===== config.mk =====
export PLATFORM = sky130hd
export DESIGN_NAME = pidsv_supervisor
export DESIGN_NICKNAME = d
export VERILOG_FILES = /design/src/pkg/pidsv_pkg.sv /design/src/rtl/pidsv_supervisor.sv
export SDC_FILE = /design/constraint.sdc
export NUM_CORES = 2
export LEC_CHECK = 0
export ABC_AREA = 1
export BUFFER_PORTS_ARGS = -buffer_cell sky130_fd_sc_hd__buf_2
export CORE_MARGIN = 2
export CORE_UTILIZATION = 65
export CTS_CLUSTER_DIAMETER = 120
export DETAILED_ROUTE_END_ITERATION = 8
export HOLD_SLACK_MARGIN = 0.02
export PLACE_DENSITY = 0.83
export RECOVER_POWER = 25
export SLEW_MARGIN = 15
export SYNTH_ARGS = -nofsm -noshare
export SYNTH_HDL_FRONTEND = slang
export SYNTH_SLANG_ARGS = --single-unit

===== constraint.sdc =====
create_clock -name clk -period 62.4 [get_ports clk]
set_input_delay 6.24 -clock clk [delete_from_list [all_inputs] [get_ports clk]]
set_output_delay 6.24 -clock clk [all_outputs]
set_load 0.005 [all_outputs]

===== src/pkg/pidsv_pkg.sv =====
// Constants, register map and types for the PID sleep and feedback supervisor
package pidsv_pkg;
  // Clock and time base
  localparam int CLK_PERIOD_NS = 50;
  localparam int TICK_TIME_NS = 100_000_000;
  localparam int TICK_CYCLES = TICK_TIME_NS / CLK_PERIOD_NS;
  // Register byte offsets
  localparam logic [7:0] OFS_CFG = 8'h00;
  localparam logic [7:0] OFS_LOSS = 8'h04;
  localparam logic [7:0] OFS_SLP_FREQ = 8'h08;
  localparam logic [7:0] OFS_SLP_DLY = 8'h0C;
  localparam logic [7:0] OFS_WAKE_FREQ = 8'h10;
  localparam logic [7:0] OFS_WAKE_DLY = 8'h14;
  localparam logic [7:0] OFS_SUBST = 8'h18;
  localparam logic [7:0] OFS_TGT_LIM = 8'h1C;
  localparam logic [7:0] OFS_DISP = 8'h20;
  localparam logic [7:0] OFS_FB_MAX = 8'h24;
  localparam logic [7:0] OFS_STATUS = 8'h28;
  localparam logic [7:0] OFS_TARGET = 8'h2C;
  localparam logic [7:0] OFS_DISPLAY = 8'h30;
  localparam logic [7:0] OFS_FREQ = 8'h34;
  localparam logic [7:0] OFS_FB_ENG = 8'h38;
  // Field positions
  localparam int CFG_LOSS_LSB = 0;
  localparam int CFG_SLEEP_LSB = 2;
  localparam int CFG_COMP_BIT = 4;
  localparam int CFG_PID_LSB = 8;
  localparam int CFG_TSRC_LSB = 12;
  localparam int CFG_FSRC_LSB = 16;
  localparam int CFG_LED_BIT = 20;
  localparam int CFG_DW_LSB = 24;
  localparam int LOSS_LVL_LSB = 0;
  localparam int LOSS_TIME_LSB = 8;
  localparam int LIM_UP_LSB = 0;
  localparam int LIM_LO_LSB = 8;
  localparam int DISP_BIAS_LSB = 0;
  localparam int DISP_GAIN_LSB = 16;
  localparam int FBMAX_EN_BIT = 16;
  localparam int ST_FAULT_BIT = 0;
  // Reset values
  localparam logic [31:0] CFG_RST = 32'h0102_1000;
  localparam logic [6:0] LOSS_LVL_RST = 7'h00;
  localparam logic [6:0] LOSS_TIME_RST = 7'h0A;
  localparam logic [15:0] FREQ_RST = 16'h0000;
  localparam logic [11:0] DLY_RST = 12'h00A;
  localparam logic [6:0] LIM_UP_RST = 7'h64;
  localparam logic [6:0] LIM_LO_RST = 7'h00;
  localparam logic [15:0] BIAS_RST = 16'h0000;
  localparam logic [15:0] GAIN_RST = 16'h2710;
  localparam logic [13:0] FBMAX_RST = 14'h03E7;
  // Codes and scale figures
  localparam logic [1:0] LOSS_OFF = 2'h0;
  localparam logic [1:0] LOSS_WARN = 2'h1;
  localparam logic [1:0] LOSS_FAULT = 2'h2;
  localparam logic [1:0] SLEEP_OFF = 2'h0;
  localparam logic [1:0] SLEEP_FREQ = 2'h1;
  localparam logic [1:0] SLEEP_DI = 2'h2;
  localparam logic [13:0] PCT_SCALE = 14'h0064;
  localparam logic [27:0] PCT_FULL = 28'h000_2710;
  localparam logic [13:0] LED_FB_LIMIT = 14'h03E8;
  localparam logic [2:0] LED_DW = 3'h1;

  typedef struct packed {
    logic [2:0] dec_width;
    logic led_keypad;
    logic [2:0] fb_src;
    logic [2:0] tgt_src;
    logic [3:0] pid_mode;
    logic comp_mode;
    logic [1:0] sleep_sel;
    logic [1:0] loss_mode;
  } pidsv_cfg_t;

  typedef enum logic [1:0] {ST_RUN, ST_HOLD, ST_SLEEP} pidsv_state_t;
endpackage : pidsv_pkg


===== src/rtl/pidsv_supervisor.sv =====
// PID feedback-loss, sleep/wakeup and setting supervisor with Avalon slave
//
// The placing of the registers and the Avalon-MM register port were decided locally.
`timescale 1ns/1ps
module pidsv_supervisor
  import pidsv_pkg::*;
#(
  parameter int TICK_CYCLES_P = TICK_CYCLES
) (
  input wire logic clk,
  input wire logic arst_n,
  input wire logic [7:0] avs_address,
  input wire logic avs_read,
  input wire logic avs_write,
  input wire logic [31:0] avs_writedata,
  output logic [31:0] avs_readdata,
  output logic avs_waitrequest,
  input wire logic run_cmd,
  input wire logic [13:0] fb_pct,
  input wire logic [13:0] target_pct,
  input wire logic [15:0] ref_freq,
  input wire logic [15:0] out_freq,
  input wire logic [15:0] min_freq,
  input wire logic sleep_di,
  output logic [15:0] freq_cmd,
  output logic [15:0] start_freq,
  output logic restart,
  output logic drive_run,
  output logic fault_contact,
  output logic feedback_loss_indication,
  output logic setting_conflict_alarm,
  output logic asleep,
  output logic [13:0] target_clamped,
  output logic signed [15:0] fb_display,
  output logic [13:0] fb_eng
);
  pidsv_cfg_t cfg;
  logic [6:0] loss_lvl, loss_time, lim_up, lim_lo;
  logic [15:0] slp_freq, wake_freq, subst_freq, disp_bias, disp_gain;
  logic [11:0] slp_dly, wake_dly;
  logic [13:0] fb_max;
  logic fb_max_en;
  logic served, req, wr_go;
  logic [31:0] rd_mux;
  logic di_meta, di_sync;
  logic [20:0] tick_cnt;
  logic tick;
  logic [6:0] loss_cnt;
  logic [11:0] slp_cnt, wake_cnt;
  logic pid_act, loss_cond, loss_hit, slp_cond, slp_hit, wake_cond, wake_hit;
  logic [13:0] loss_thr, lim_hi_pct, lim_lo_pct;
  logic loss_warn, next_ind;
  pidsv_state_t state;
  logic [15:0] next_freq;

  // Bus handshake: one wait cycle, then answer
  assign req = avs_read | avs_write;
  assign avs_waitrequest = req & ~served;
  assign wr_go = avs_write & served;

  always_ff @(posedge clk or negedge arst_n) begin
    if (!arst_n) begin
      served <= 1'b0;
    end else begin
      served <= req & ~served;
    end
  end

  // Read data latched in the wait cycle so it stands at the answer edge
  always_ff @(posedge clk or negedge arst_n) begin
    if (!arst_n) begin
      avs_readdata <= 32'h0000_0000;
    end else if (req && !served) begin
      avs_readdata <= avs_read ? rd_mux : 32'h0000_0000;
    end
  end

  // Read decode; unmapped offsets read zero
  always_comb begin
    rd_mux = 32'h0000_0000;
    case (avs_address)
      OFS_CFG: rd_mux = {5'h00, cfg.dec_width, 3'h0, cfg.led_keypad, 1'b0,
                         cfg.fb_src, 1'b0, cfg.tgt_src, cfg.pid_mode, 3'h0,
                         cfg.comp_mode, cfg.sleep_sel, cfg.loss_mode};
      OFS_LOSS: rd_mux = (32'(loss_time) << LOSS_TIME_LSB) | 32'(loss_lvl);
      OFS_SLP_FREQ: rd_mux = 32'(slp_freq);
      OFS_SLP_DLY: rd_mux = 32'(slp_dly);
      OFS_WAKE_FREQ: rd_mux = 32'(wake_freq);
      OFS_WAKE_DLY: rd_mux = 32'(wake_dly);
      OFS_SUBST: rd_mux = 32'(subst_freq);
      OFS_TGT_LIM: rd_mux = (32'(lim_lo) << LIM_LO_LSB) | 32'(lim_up);
      OFS_DISP: rd_mux = {disp_gain, disp_bias};
      OFS_FB_MAX: rd_mux = (32'(fb_max_en) << FBMAX_EN_BIT) | 32'(fb_max);
      OFS_STATUS: rd_mux = {26'h0, drive_run, state == ST_HOLD, asleep,
                            setting_conflict_alarm, feedback_loss_indication,
                            fault_contact};
      OFS_TARGET: rd_mux = 32'(target_clamped);
      OFS_DISPLAY: rd_mux = {{16{fb_display[15]}}, fb_display};
      OFS_FREQ: rd_mux = 32'(freq_cmd);
      OFS_FB_ENG: rd_mux = 32'(fb_eng);
      default: rd_mux = 32'h0000_0000;
    endcase
  end

  // Configuration registers, written at the answer edge only
  always_ff @(posedge clk or negedge arst_n) begin
    if (!arst_n) begin
      cfg <= '{CFG_RST[CFG_DW_LSB +: 3], CFG_RST[CFG_LED_BIT],
               CFG_RST[CFG_FSRC_LSB +: 3], CFG_RST[CFG_TSRC_LSB +: 3],
               CFG_RST[CFG_PID_LSB +: 4], CFG_RST[CFG_COMP_BIT],
               CFG_RST[CFG_SLEEP_LSB +: 2], CFG_RST[CFG_LOSS_LSB +: 2]};
      loss_lvl <= LOSS_LVL_RST;
      loss_time <= LOSS_TIME_RST;
      slp_freq <= FREQ_RST;
      slp_dly <= DLY_RST;
      wake_freq <= FREQ_RST;
      wake_dly <= DLY_RST;
      subst_freq <= FREQ_RST;
      lim_up <= LIM_UP_RST;
      lim_lo <= LIM_LO_RST;
      disp_bias <= BIAS_RST;
      disp_gain <= GAIN_RST;
      fb_max <= FBMAX_RST;
      fb_max_en <= 1'b0;
    end else if (wr_go) begin
      case (avs_address)
        OFS_CFG: begin
          cfg.loss_mode <= avs_writedata[CFG_LOSS_LSB +: 2];
          cfg.sleep_sel <= avs_writedata[CFG_SLEEP_LSB +: 2];
          cfg.comp_mode <= avs_writedata[CFG_COMP_BIT];
          cfg.pid_mode <= avs_writedata[CFG_PID_LSB +: 4];
          cfg.tgt_src <= avs_writedata[CFG_TSRC_LSB +: 3];
          cfg.fb_src <= avs_writedata[CFG_FSRC_LSB +: 3];
          cfg.led_keypad <= avs_writedata[CFG_LED_BIT];
          cfg.dec_width <= avs_writedata[CFG_DW_LSB +: 3];
        end
        OFS_LOSS: begin
          loss_lvl <= avs_writedata[LOSS_LVL_LSB +: 7];
          loss_time <= avs_writedata[LOSS_TIME_LSB +: 7];
        end
        OFS_SLP_FREQ: slp_freq <= avs_writedata[15:0];
        OFS_SLP_DLY: slp_dly <= avs_writedata[11:0];
        OFS_WAKE_FREQ: wake_freq <= avs_writedata[15:0];
        OFS_WAKE_DLY: wake_dly <= avs_writedata[11:0];
        OFS_SUBST: subst_freq <= avs_writedata[15:0];
        OFS_TGT_LIM: begin
          lim_up <= avs_writedata[LIM_UP_LSB +: 7];
          lim_lo <= avs_writedata[LIM_LO_LSB +: 7];
        end
        OFS_DISP: begin
          disp_bias <= avs_writedata[DISP_BIAS_LSB +: 16];
          disp_gain <= avs_writedata[DISP_GAIN_LSB +: 16];
        end
        OFS_FB_MAX: begin
          fb_max <= avs_writedata[13:0];
          fb_max_en <= avs_writedata[FBMAX_EN_BIT];
        end
        default: ;
      endcase
    end
  end

  // Sleep input comes from a pin, two flops before use
  always_ff @(posedge clk or negedge arst_n) begin
    if (!arst_n) begin
      di_meta <= 1'b0;
      di_sync <= 1'b0;
    end else begin
      di_meta <= sleep_di;
      di_sync <= di_meta;
    end
  end

  // Tenth-second time base shared by all three timers
  always_ff @(posedge clk or negedge arst_n) begin
    if (!arst_n) begin
      tick_cnt <= 21'h000000;
    end else if (tick) begin
      tick_cnt <= 21'h000000;
    end else begin
      tick_cnt <= tick_cnt + 21'h000001;
    end
  end
  assign tick = tick_cnt == 21'(TICK_CYCLES_P - 1);

  // Comparisons feeding the timers
  assign pid_act = cfg.pid_mode[0];
  assign loss_thr = {7'h00, loss_lvl} * PCT_SCALE;
  assign loss_cond = pid_act && cfg.loss_mode != LOSS_OFF
                     && fb_pct < loss_thr;
  assign loss_hit = loss_cond && loss_cnt >= loss_time;
  assign slp_cond = pid_act && state == ST_RUN
                    && (cfg.sleep_sel == SLEEP_DI ? di_sync
                        : cfg.sleep_sel == SLEEP_FREQ
                          && out_freq < slp_freq);
  assign slp_hit = slp_cond && slp_cnt >= slp_dly;
  // Reference is still examined while asleep
  assign wake_cond = state != ST_RUN
                     && (cfg.sleep_sel == SLEEP_DI ? !di_sync
                         : ref_freq > wake_freq);
  assign wake_hit = wake_cond && wake_cnt >= wake_dly;

  // Timers clear as soon as their comparison fails
  always_ff @(posedge clk or negedge arst_n) begin
    if (!arst_n) begin
      loss_cnt <= 7'h00;
      slp_cnt <= 12'h000;
      wake_cnt <= 12'h000;
    end else begin
      if (!loss_cond) loss_cnt <= 7'h00;
      else if (tick && !loss_hit) loss_cnt <= loss_cnt + 7'h01;
      if (!slp_cond) slp_cnt <= 12'h000;
      else if (tick && !slp_hit) slp_cnt <= slp_cnt + 12'h001;
      if (!wake_cond) wake_cnt <= 12'h000;
      else if (tick && !wake_hit) wake_cnt <= wake_cnt + 12'h001;
    end
  end

  // Fault latch: software write-one clears, a new loss wins the race
  always_ff @(posedge clk or negedge arst_n) begin
    if (!arst_n) begin
      fault_contact <= 1'b0;
    end else if (loss_hit && cfg.loss_mode == LOSS_FAULT) begin
      fault_contact <= 1'b1;
    end else if (wr_go && avs_address == OFS_STATUS
                 && avs_writedata[ST_FAULT_BIT]) begin
      fault_contact <= 1'b0;
    end
  end

  // Warning follows the condition; the fault keeps it lit
  assign loss_warn = loss_hit && cfg.loss_mode == LOSS_WARN;
  assign next_ind = loss_warn || fault_contact
                    || (loss_hit && cfg.loss_mode == LOSS_FAULT);
  always_ff @(posedge clk or negedge arst_n) begin
    if (!arst_n) begin
      feedback_loss_indication <= 1'b0;
    end else begin
      feedback_loss_indication <= next_ind;
    end
  end

  // Sleep state machine; PID off or sleep off forces run
  always_ff @(posedge clk or negedge arst_n) begin
    if (!arst_n) begin
      state <= ST_RUN;
    end else if (!pid_act || cfg.sleep_sel == SLEEP_OFF) begin
      state <= ST_RUN;
    end else begin
      case (state)
        ST_RUN: if (slp_hit) state <= cfg.comp_mode ? ST_HOLD
                                                    : ST_SLEEP;
        ST_HOLD: if (wake_hit) state <= ST_RUN;
        ST_SLEEP: if (wake_hit) state <= ST_RUN;
        default: state <= ST_RUN;
      endcase
    end
  end

  // Restart pulse and start frequency on leaving sleep
  always_ff @(posedge clk or negedge arst_n) begin
    if (!arst_n) begin
      restart <= 1'b0;
      start_freq <= FREQ_RST;
    end else begin
      restart <= state == ST_SLEEP && wake_hit && pid_act
                 && cfg.sleep_sel != SLEEP_OFF;
      if (state == ST_SLEEP && wake_hit) begin
        start_freq <= wake_freq < slp_freq ? slp_freq : wake_freq;
      end
    end
  end

  // Frequency command; the drive's own ramp makes the moves gradual
  always_comb begin
    next_freq = ref_freq;
    if (next_ind) begin
      next_freq = subst_freq;
    end else if (!pid_act) begin
      next_freq = ref_freq;
    end else if (state == ST_SLEEP) begin
      next_freq = 16'h0000;
    end else if (state == ST_HOLD) begin
      next_freq = slp_freq;
    end else if (cfg.comp_mode && slp_cond) begin
      next_freq = ref_freq < min_freq ? min_freq : ref_freq;
    end
  end

  // Drive outputs
  always_ff @(posedge clk or negedge arst_n) begin
    if (!arst_n) begin
      freq_cmd <= FREQ_RST;
      asleep <= 1'b0;
      drive_run <= 1'b0;
    end else begin
      freq_cmd <= next_freq;
      asleep <= state == ST_SLEEP;
      drive_run <= run_cmd && state != ST_SLEEP && !fault_contact
                   && !(loss_hit && cfg.loss_mode == LOSS_FAULT);
    end
  end

  // Conflict check on sources and keypad display limits
  always_ff @(posedge clk or negedge arst_n) begin
    if (!arst_n) begin
      setting_conflict_alarm <= 1'b0;
    end else begin
      setting_conflict_alarm <= cfg.tgt_src == cfg.fb_src
        || (cfg.led_keypad && !(fb_max < LED_FB_LIMIT
                                && cfg.dec_width == LED_DW));
    end
  end

  // Target clamp; upper limit wins if limits cross
  assign lim_hi_pct = {7'h00, lim_up} * PCT_SCALE;
  assign lim_lo_pct = {7'h00, lim_lo} * PCT_SCALE;
  always_ff @(posedge clk or negedge arst_n) begin
    if (!arst_n) begin
      target_clamped <= 14'h0000;
    end else if (target_pct < lim_lo_pct && lim_lo_pct <= lim_hi_pct) begin
      target_clamped <= lim_lo_pct;
    end else if (target_pct > lim_hi_pct || target_pct < lim_lo_pct) begin
      target_clamped <= lim_hi_pct;
    end else begin
      target_clamped <= target_pct;
    end
  end

  // Rounds a hundredths value to the selected decimal width
  function automatic logic signed [15:0] pidsv_round(
    input logic signed [15:0] v, input logic [2:0] dw);
    logic [16:0] mag, step, r;
    mag = v[15] ? 17'(-$signed({v[15], v})) : {1'b0, v};
    step = dw == 3'h0 ? 17'h00064 : dw == 3'h1 ? 17'h0000A : 17'h00001;
    r = ((mag + (step >> 1)) / step) * step;
    return v[15] ? 16'(-$signed(r)) : r[15:0];
  endfunction : pidsv_round

  // Display scaling; widths above two keep hundredths
  logic signed [33:0] span, prod, disp_raw;
  assign span = 34'(signed'({2'b00, disp_gain}) - signed'({{2{disp_bias[15]}},
                disp_bias}));
  assign prod = span * signed'({20'h00000, fb_pct});
  assign disp_raw = prod / signed'(34'(PCT_FULL))
                    + 34'(signed'(disp_bias));
  always_ff @(posedge clk or negedge arst_n) begin
    if (!arst_n) begin
      fb_display <= 16'sh0000;
      fb_eng <= 14'h0000;
    end else begin
      fb_display <= pidsv_round(disp_raw[15:0], cfg.dec_width);
      fb_eng <= fb_max_en ? 14'((28'(fb_pct) * 28'(fb_max)) / PCT_FULL)
                          : fb_pct;
    end
  end

  // Checks
  property p_loss_off;
    @(posedge clk) disable iff (!arst_n)
      cfg.loss_mode == LOSS_OFF && !fault_contact
      |=> !feedback_loss_indication;
  endproperty
  a_loss_off: assert property (p_loss_off)
    else $error("loss shown while detection off");

  property p_loss_cause;
    @(posedge clk) disable iff (!arst_n)
      $rose(feedback_loss_indication) |-> $past(loss_cond)
      && $past(loss_cnt) >= $past(loss_time);
  endproperty
  a_loss_cause: assert property (p_loss_cause)
    else $error("loss raised without full low time");

  property p_warn_runs;
    @(posedge clk) disable iff (!arst_n)
      loss_warn && !fault_contact && run_cmd && state == ST_RUN
      |=> feedback_loss_indication && !fault_contact && drive_run;
  endproperty
  a_warn_runs: assert property (p_warn_runs)
    else $error("warning stopped the drive");

  property p_fault_stop;
    @(posedge clk) disable iff (!arst_n)
      loss_hit && cfg.loss_mode == LOSS_FAULT
      |=> fault_contact && !drive_run ##1 !drive_run;
  endproperty
  a_fault_stop: assert property (p_fault_stop)
    else $error("fault did not stop drive");

  property p_subst;
    @(posedge clk) disable iff (!arst_n)
      feedback_loss_indication && $stable(subst_freq)
      |-> freq_cmd == subst_freq;
  endproperty
  a_subst: assert property (p_subst)
    else $error("substitute frequency not applied");

  property p_sleep_entry;
    @(posedge clk) disable iff (!arst_n)
      $rose(asleep) |-> $past(slp_hit, 2) && !$past(cfg.comp_mode, 2);
  endproperty
  a_sleep_entry: assert property (p_sleep_entry)
    else $error("sleep entered without timer expiry");

  property p_start_freq;
    @(posedge clk) disable iff (!arst_n)
      restart && $stable(wake_freq) && $stable(slp_freq)
      |-> start_freq == (wake_freq < slp_freq ? slp_freq : wake_freq);
  endproperty
  a_start_freq: assert property (p_start_freq)
    else $error("wrong start frequency");

  property p_conflict;
    @(posedge clk) disable iff (!arst_n)
      cfg.tgt_src == cfg.fb_src |=> setting_conflict_alarm;
  endproperty
  a_conflict: assert property (p_conflict)
    else $error("source conflict not flagged");

  property p_clamp;
    @(posedge clk) disable iff (!arst_n)
      $stable(lim_up) |=> target_clamped <= $past(lim_hi_pct);
  endproperty
  a_clamp: assert property (p_clamp)
    else $error("target above upper limit");

  property p_timer_clear;
    @(posedge clk) disable iff (!arst_n)
      !loss_cond && !slp_cond |=> loss_cnt == 7'h00 && slp_cnt == 12'h000;
  endproperty
  a_timer_clear: assert property (p_timer_clear)
    else $error("timer kept count after condition dropped");

  property p_sleep_off;
    @(posedge clk) disable iff (!arst_n)
      cfg.sleep_sel == SLEEP_OFF |=> ##1 !asleep;
  endproperty
  a_sleep_off: assert property (p_sleep_off)
    else $error("asleep with sleep disabled");
endmodule : pidsv_supervisor


==> results_dict.tcl <==
set metrics [dict create \
    synthCells 8428 \
    dp_slack_ps -747.2 \
    crit_top_cell "nand2_1" \
    ys_seq_area_share_pct 14.08 \
    drive_gt1_share_pct 15.85 \
    drt_iter0_markers 5506 \
    clk_latency_ps 550 \
    htreeDepth 2 \
    layout_common_cells "nand2_1 (1,810), inv_1 (1,585), nor2_1 (595), ha_1 (545), fa_1 (429)" \
    endpoint_kind "flop" \
    cts_tree "built" \
    drc 0 \
    multiInputGateArea_um2 44910 \
    startpoint "fb_pct[3]" \
    start_util_pct 65.60 \
    synth.top_cell.area_share_pct 14.42 \
    avgViaCountPerCell 5.792 \
    synthFlopType "dfrtp_1" \
    gr-total-overflow 0 \
    die_h_um 308.1 \
    arrival_ps 58800 \
    synth_top_area_cell "fa_1" \
    finish.instance_area_um2 64870 \
    hold_viol_final 0 \
    syn_area_um2 60130 \
    postSynthAreaPerCell_um2 7.134 \
    worst_slew_pin_slew_ps 6875 \
    min_period_ps 58370 \
    synth_area_leaders "fa_1 (14%), dfrtp_1 (13%), ha_1 (11%)" \
    yosysWarnings 0 \
    place.gp.congestion 1.036 \
    r2r_start "disp_bias[1]" \
    grt_pass1_vias 55070 \
    violations "capacitance limit, slew limit" \
    grt_pass1_wl_um 285300 \
    synth_edf_count 0 \
    cts_buffers 37 \
    ioPinCount 237 \
    fillCellCount 7604 \
    drt-total-wl_um 182900 \
    core-area_um2 91660 \
    grtUsageTotal_pct 37.52 \
    syn2layout_area_growth_pct 7.891 \
    maxSlewViolCount 157 \
    crit_slowest_cell "fa_1" \
    clock.fmax_mhz 17.13 \
    slew_headroom_pct -358.3 \
    wire_per_inst_um 18.50 \
    grt_max_degree 123 \
    crit_required_ps 62840 \
    final_common_cell "nand2_1" \
    fin_ws_ps 4035 \
    die_x_um 308.1 \
    hp-start "di_meta" \
    nets 9778 \
    crit_path_max_incr_delay_ps 560 \
    vias 57254 \
    drtAntennaViolNets 0 \
    drv_cap 2 \
    clk_pin_slew_ps 60 \
    cts_sinks 337 \
    crit_type "input pin to flop" \
    setup_viol 0 \
    antenna_found_initial 7 \
    period_share_pct 93.53 \
    placed_area_um2 62120 \
    seq_area_um2 8464 \
    clock_skew_ps 18.13 \
    cts_root_buf "clkbuf_16" \
    fin_setup_tns_ps 0 \
    port_buffers 236 \
    hpwl_um 146600 \
    outcome "finished with violations" \
    synth_async_sr_flop_share_pct 100.0 \
    die_area_um2 94950 \
    clockBufferDepth 3 \
    hp-class "flop to flop" \
    synth_cell_type_count 92 \
    dr.pass1.iters 7 \
    synth-seq-cells 337 \
    core.rowCount 111 \
    worstPathMaxFanout 21 \
    start_kind "input pin" \
]
-- Yosys cell counts, drive strengths merged, types with 7 or more instances --
cell / count
a31oi: 15
nor4: 18
buf: 32
a211oi: 12
nand2: 2240
a2111oi: 7
o22ai: 21
o2111ai: 7
a22o: 7
nand3: 523
xnor2: 99
dfstp: 25
o31ai: 11
a22oi: 18
a221oi: 44
inv: 1673
nor3: 72
a21oi: 325
nand3b: 34
nand4: 124
mux2: 16
clkinv: 32
a32o: 25
and2: 15
or2: 20
o21ai: 463
clkbuf: 150
o221ai: 12
o211ai: 26
o21a: 12
xor2: 239
ha: 552
fa: 433
o21bai: 30
nor2: 735
a21o: 18
dfrtp: 312
-- layer usage --
| layer | vias up | GRT usage, % | routed length, um |
|---|---|---|---|
| li1 | 27000 | - | - |
| met1 | 26988 | 47.48 | 70780 |
| met2 | 2654 | 62.10 | 84230 |
| met3 | 610 | 6.803 | 17810 |
| met4 | 2 | 17.77 | 10030 |
| met5 | - | 0 | 11 |
-- worst max-delay path: cells and delay by family --
kind                     cells  cell delay (ps)
XOR/XNOR                    10             2300
AO/OA/AOI/OAI               74            10840
adder cells (fa/ha/maj)     31            10810
AND/OR/NAND/NOR            206            23080
buffers and inverters       55             5250
-- stage by stage --
stage / hold WS [ps] / utilization [%] / instances
global route: 350.7 / 70.77 / 9884
detailed placement: 339.5 / 67.77 / 9705
floorplan: 331.2 / - / 8429
finish: 353.0 / 70.77 / 9885
global placement: 336.2 / 67.77 / 9705
CTS: 351.6 / 69.08 / 9769
-- registers in the layout, summed over array words and instances, names as in the netlist, 2 cells and up --
name / flops
avs_readdata: 32
cfg: 19
disp_bias: 16
disp_gain: 16
fb_display: 16
fb_eng: 14
fb_max: 14
freq_cmd: 16
lim_lo: 7
lim_up: 7
loss_cnt: 7
loss_lvl: 7
loss_time: 7
slp_cnt: 12
slp_dly: 12
slp_freq: 16
start_freq: 16
state: 2
subst_freq: 16
target_clamped: 14
tick_cnt: 21
wake_cnt: 12
wake_dly: 12
wake_freq: 16
-- cells by family after synthesis --
logic type,count (synthesis),share of synthesized area [%]
AND/OR/NAND/NOR,3791,31.52
buffers and inverters,1889,12.44
AO/OA/AOI/OAI,1070,10.74
adder cells (fa/ha/maj),986,25.92
XOR/XNOR,338,4.992
flip-flops,337,14.08
multiplexers,16,0.2996
other,1,0.006237
-- worst paths after layout --
path                                   to  slack (ps)  cells after the start
max                        fb_display[15]        4030                    376
min                               di_sync         350                      0
max reg2reg                fb_display[15]        6200                    394
min reg2reg                       di_sync         350                      0
max in group asynchronous          cfg[2]       49650                      3
min in group asynchronous    tick_cnt[10]        8250                      1
-- what timing repair did --
action	4_1_cts	5_1_grt
endpoints found under the setup margin	2	16
setup buffers	0	102
hold buffers	0	0
gates cloned	0	11
pin swaps	0	58
gates resized for setup	3	174
-- cell type report --
type / count / area share (%)
sequential: 337 / 13.05
tap: 1186 / 2.287
clock buffer: 52 / 1.591
inverter: 1707 / 10.10
multi-input combinational: 6213 / 69.23
timing repair buffer: 374 / 3.464
antenna: 3 / 0.01157
timing repair inverter: 1 / 0.01157
clock inverter: 12 / 0.2527
Power is not shown: default switching activity piles up to over one toggle a cycle in this logic, so the estimate is an artifact.
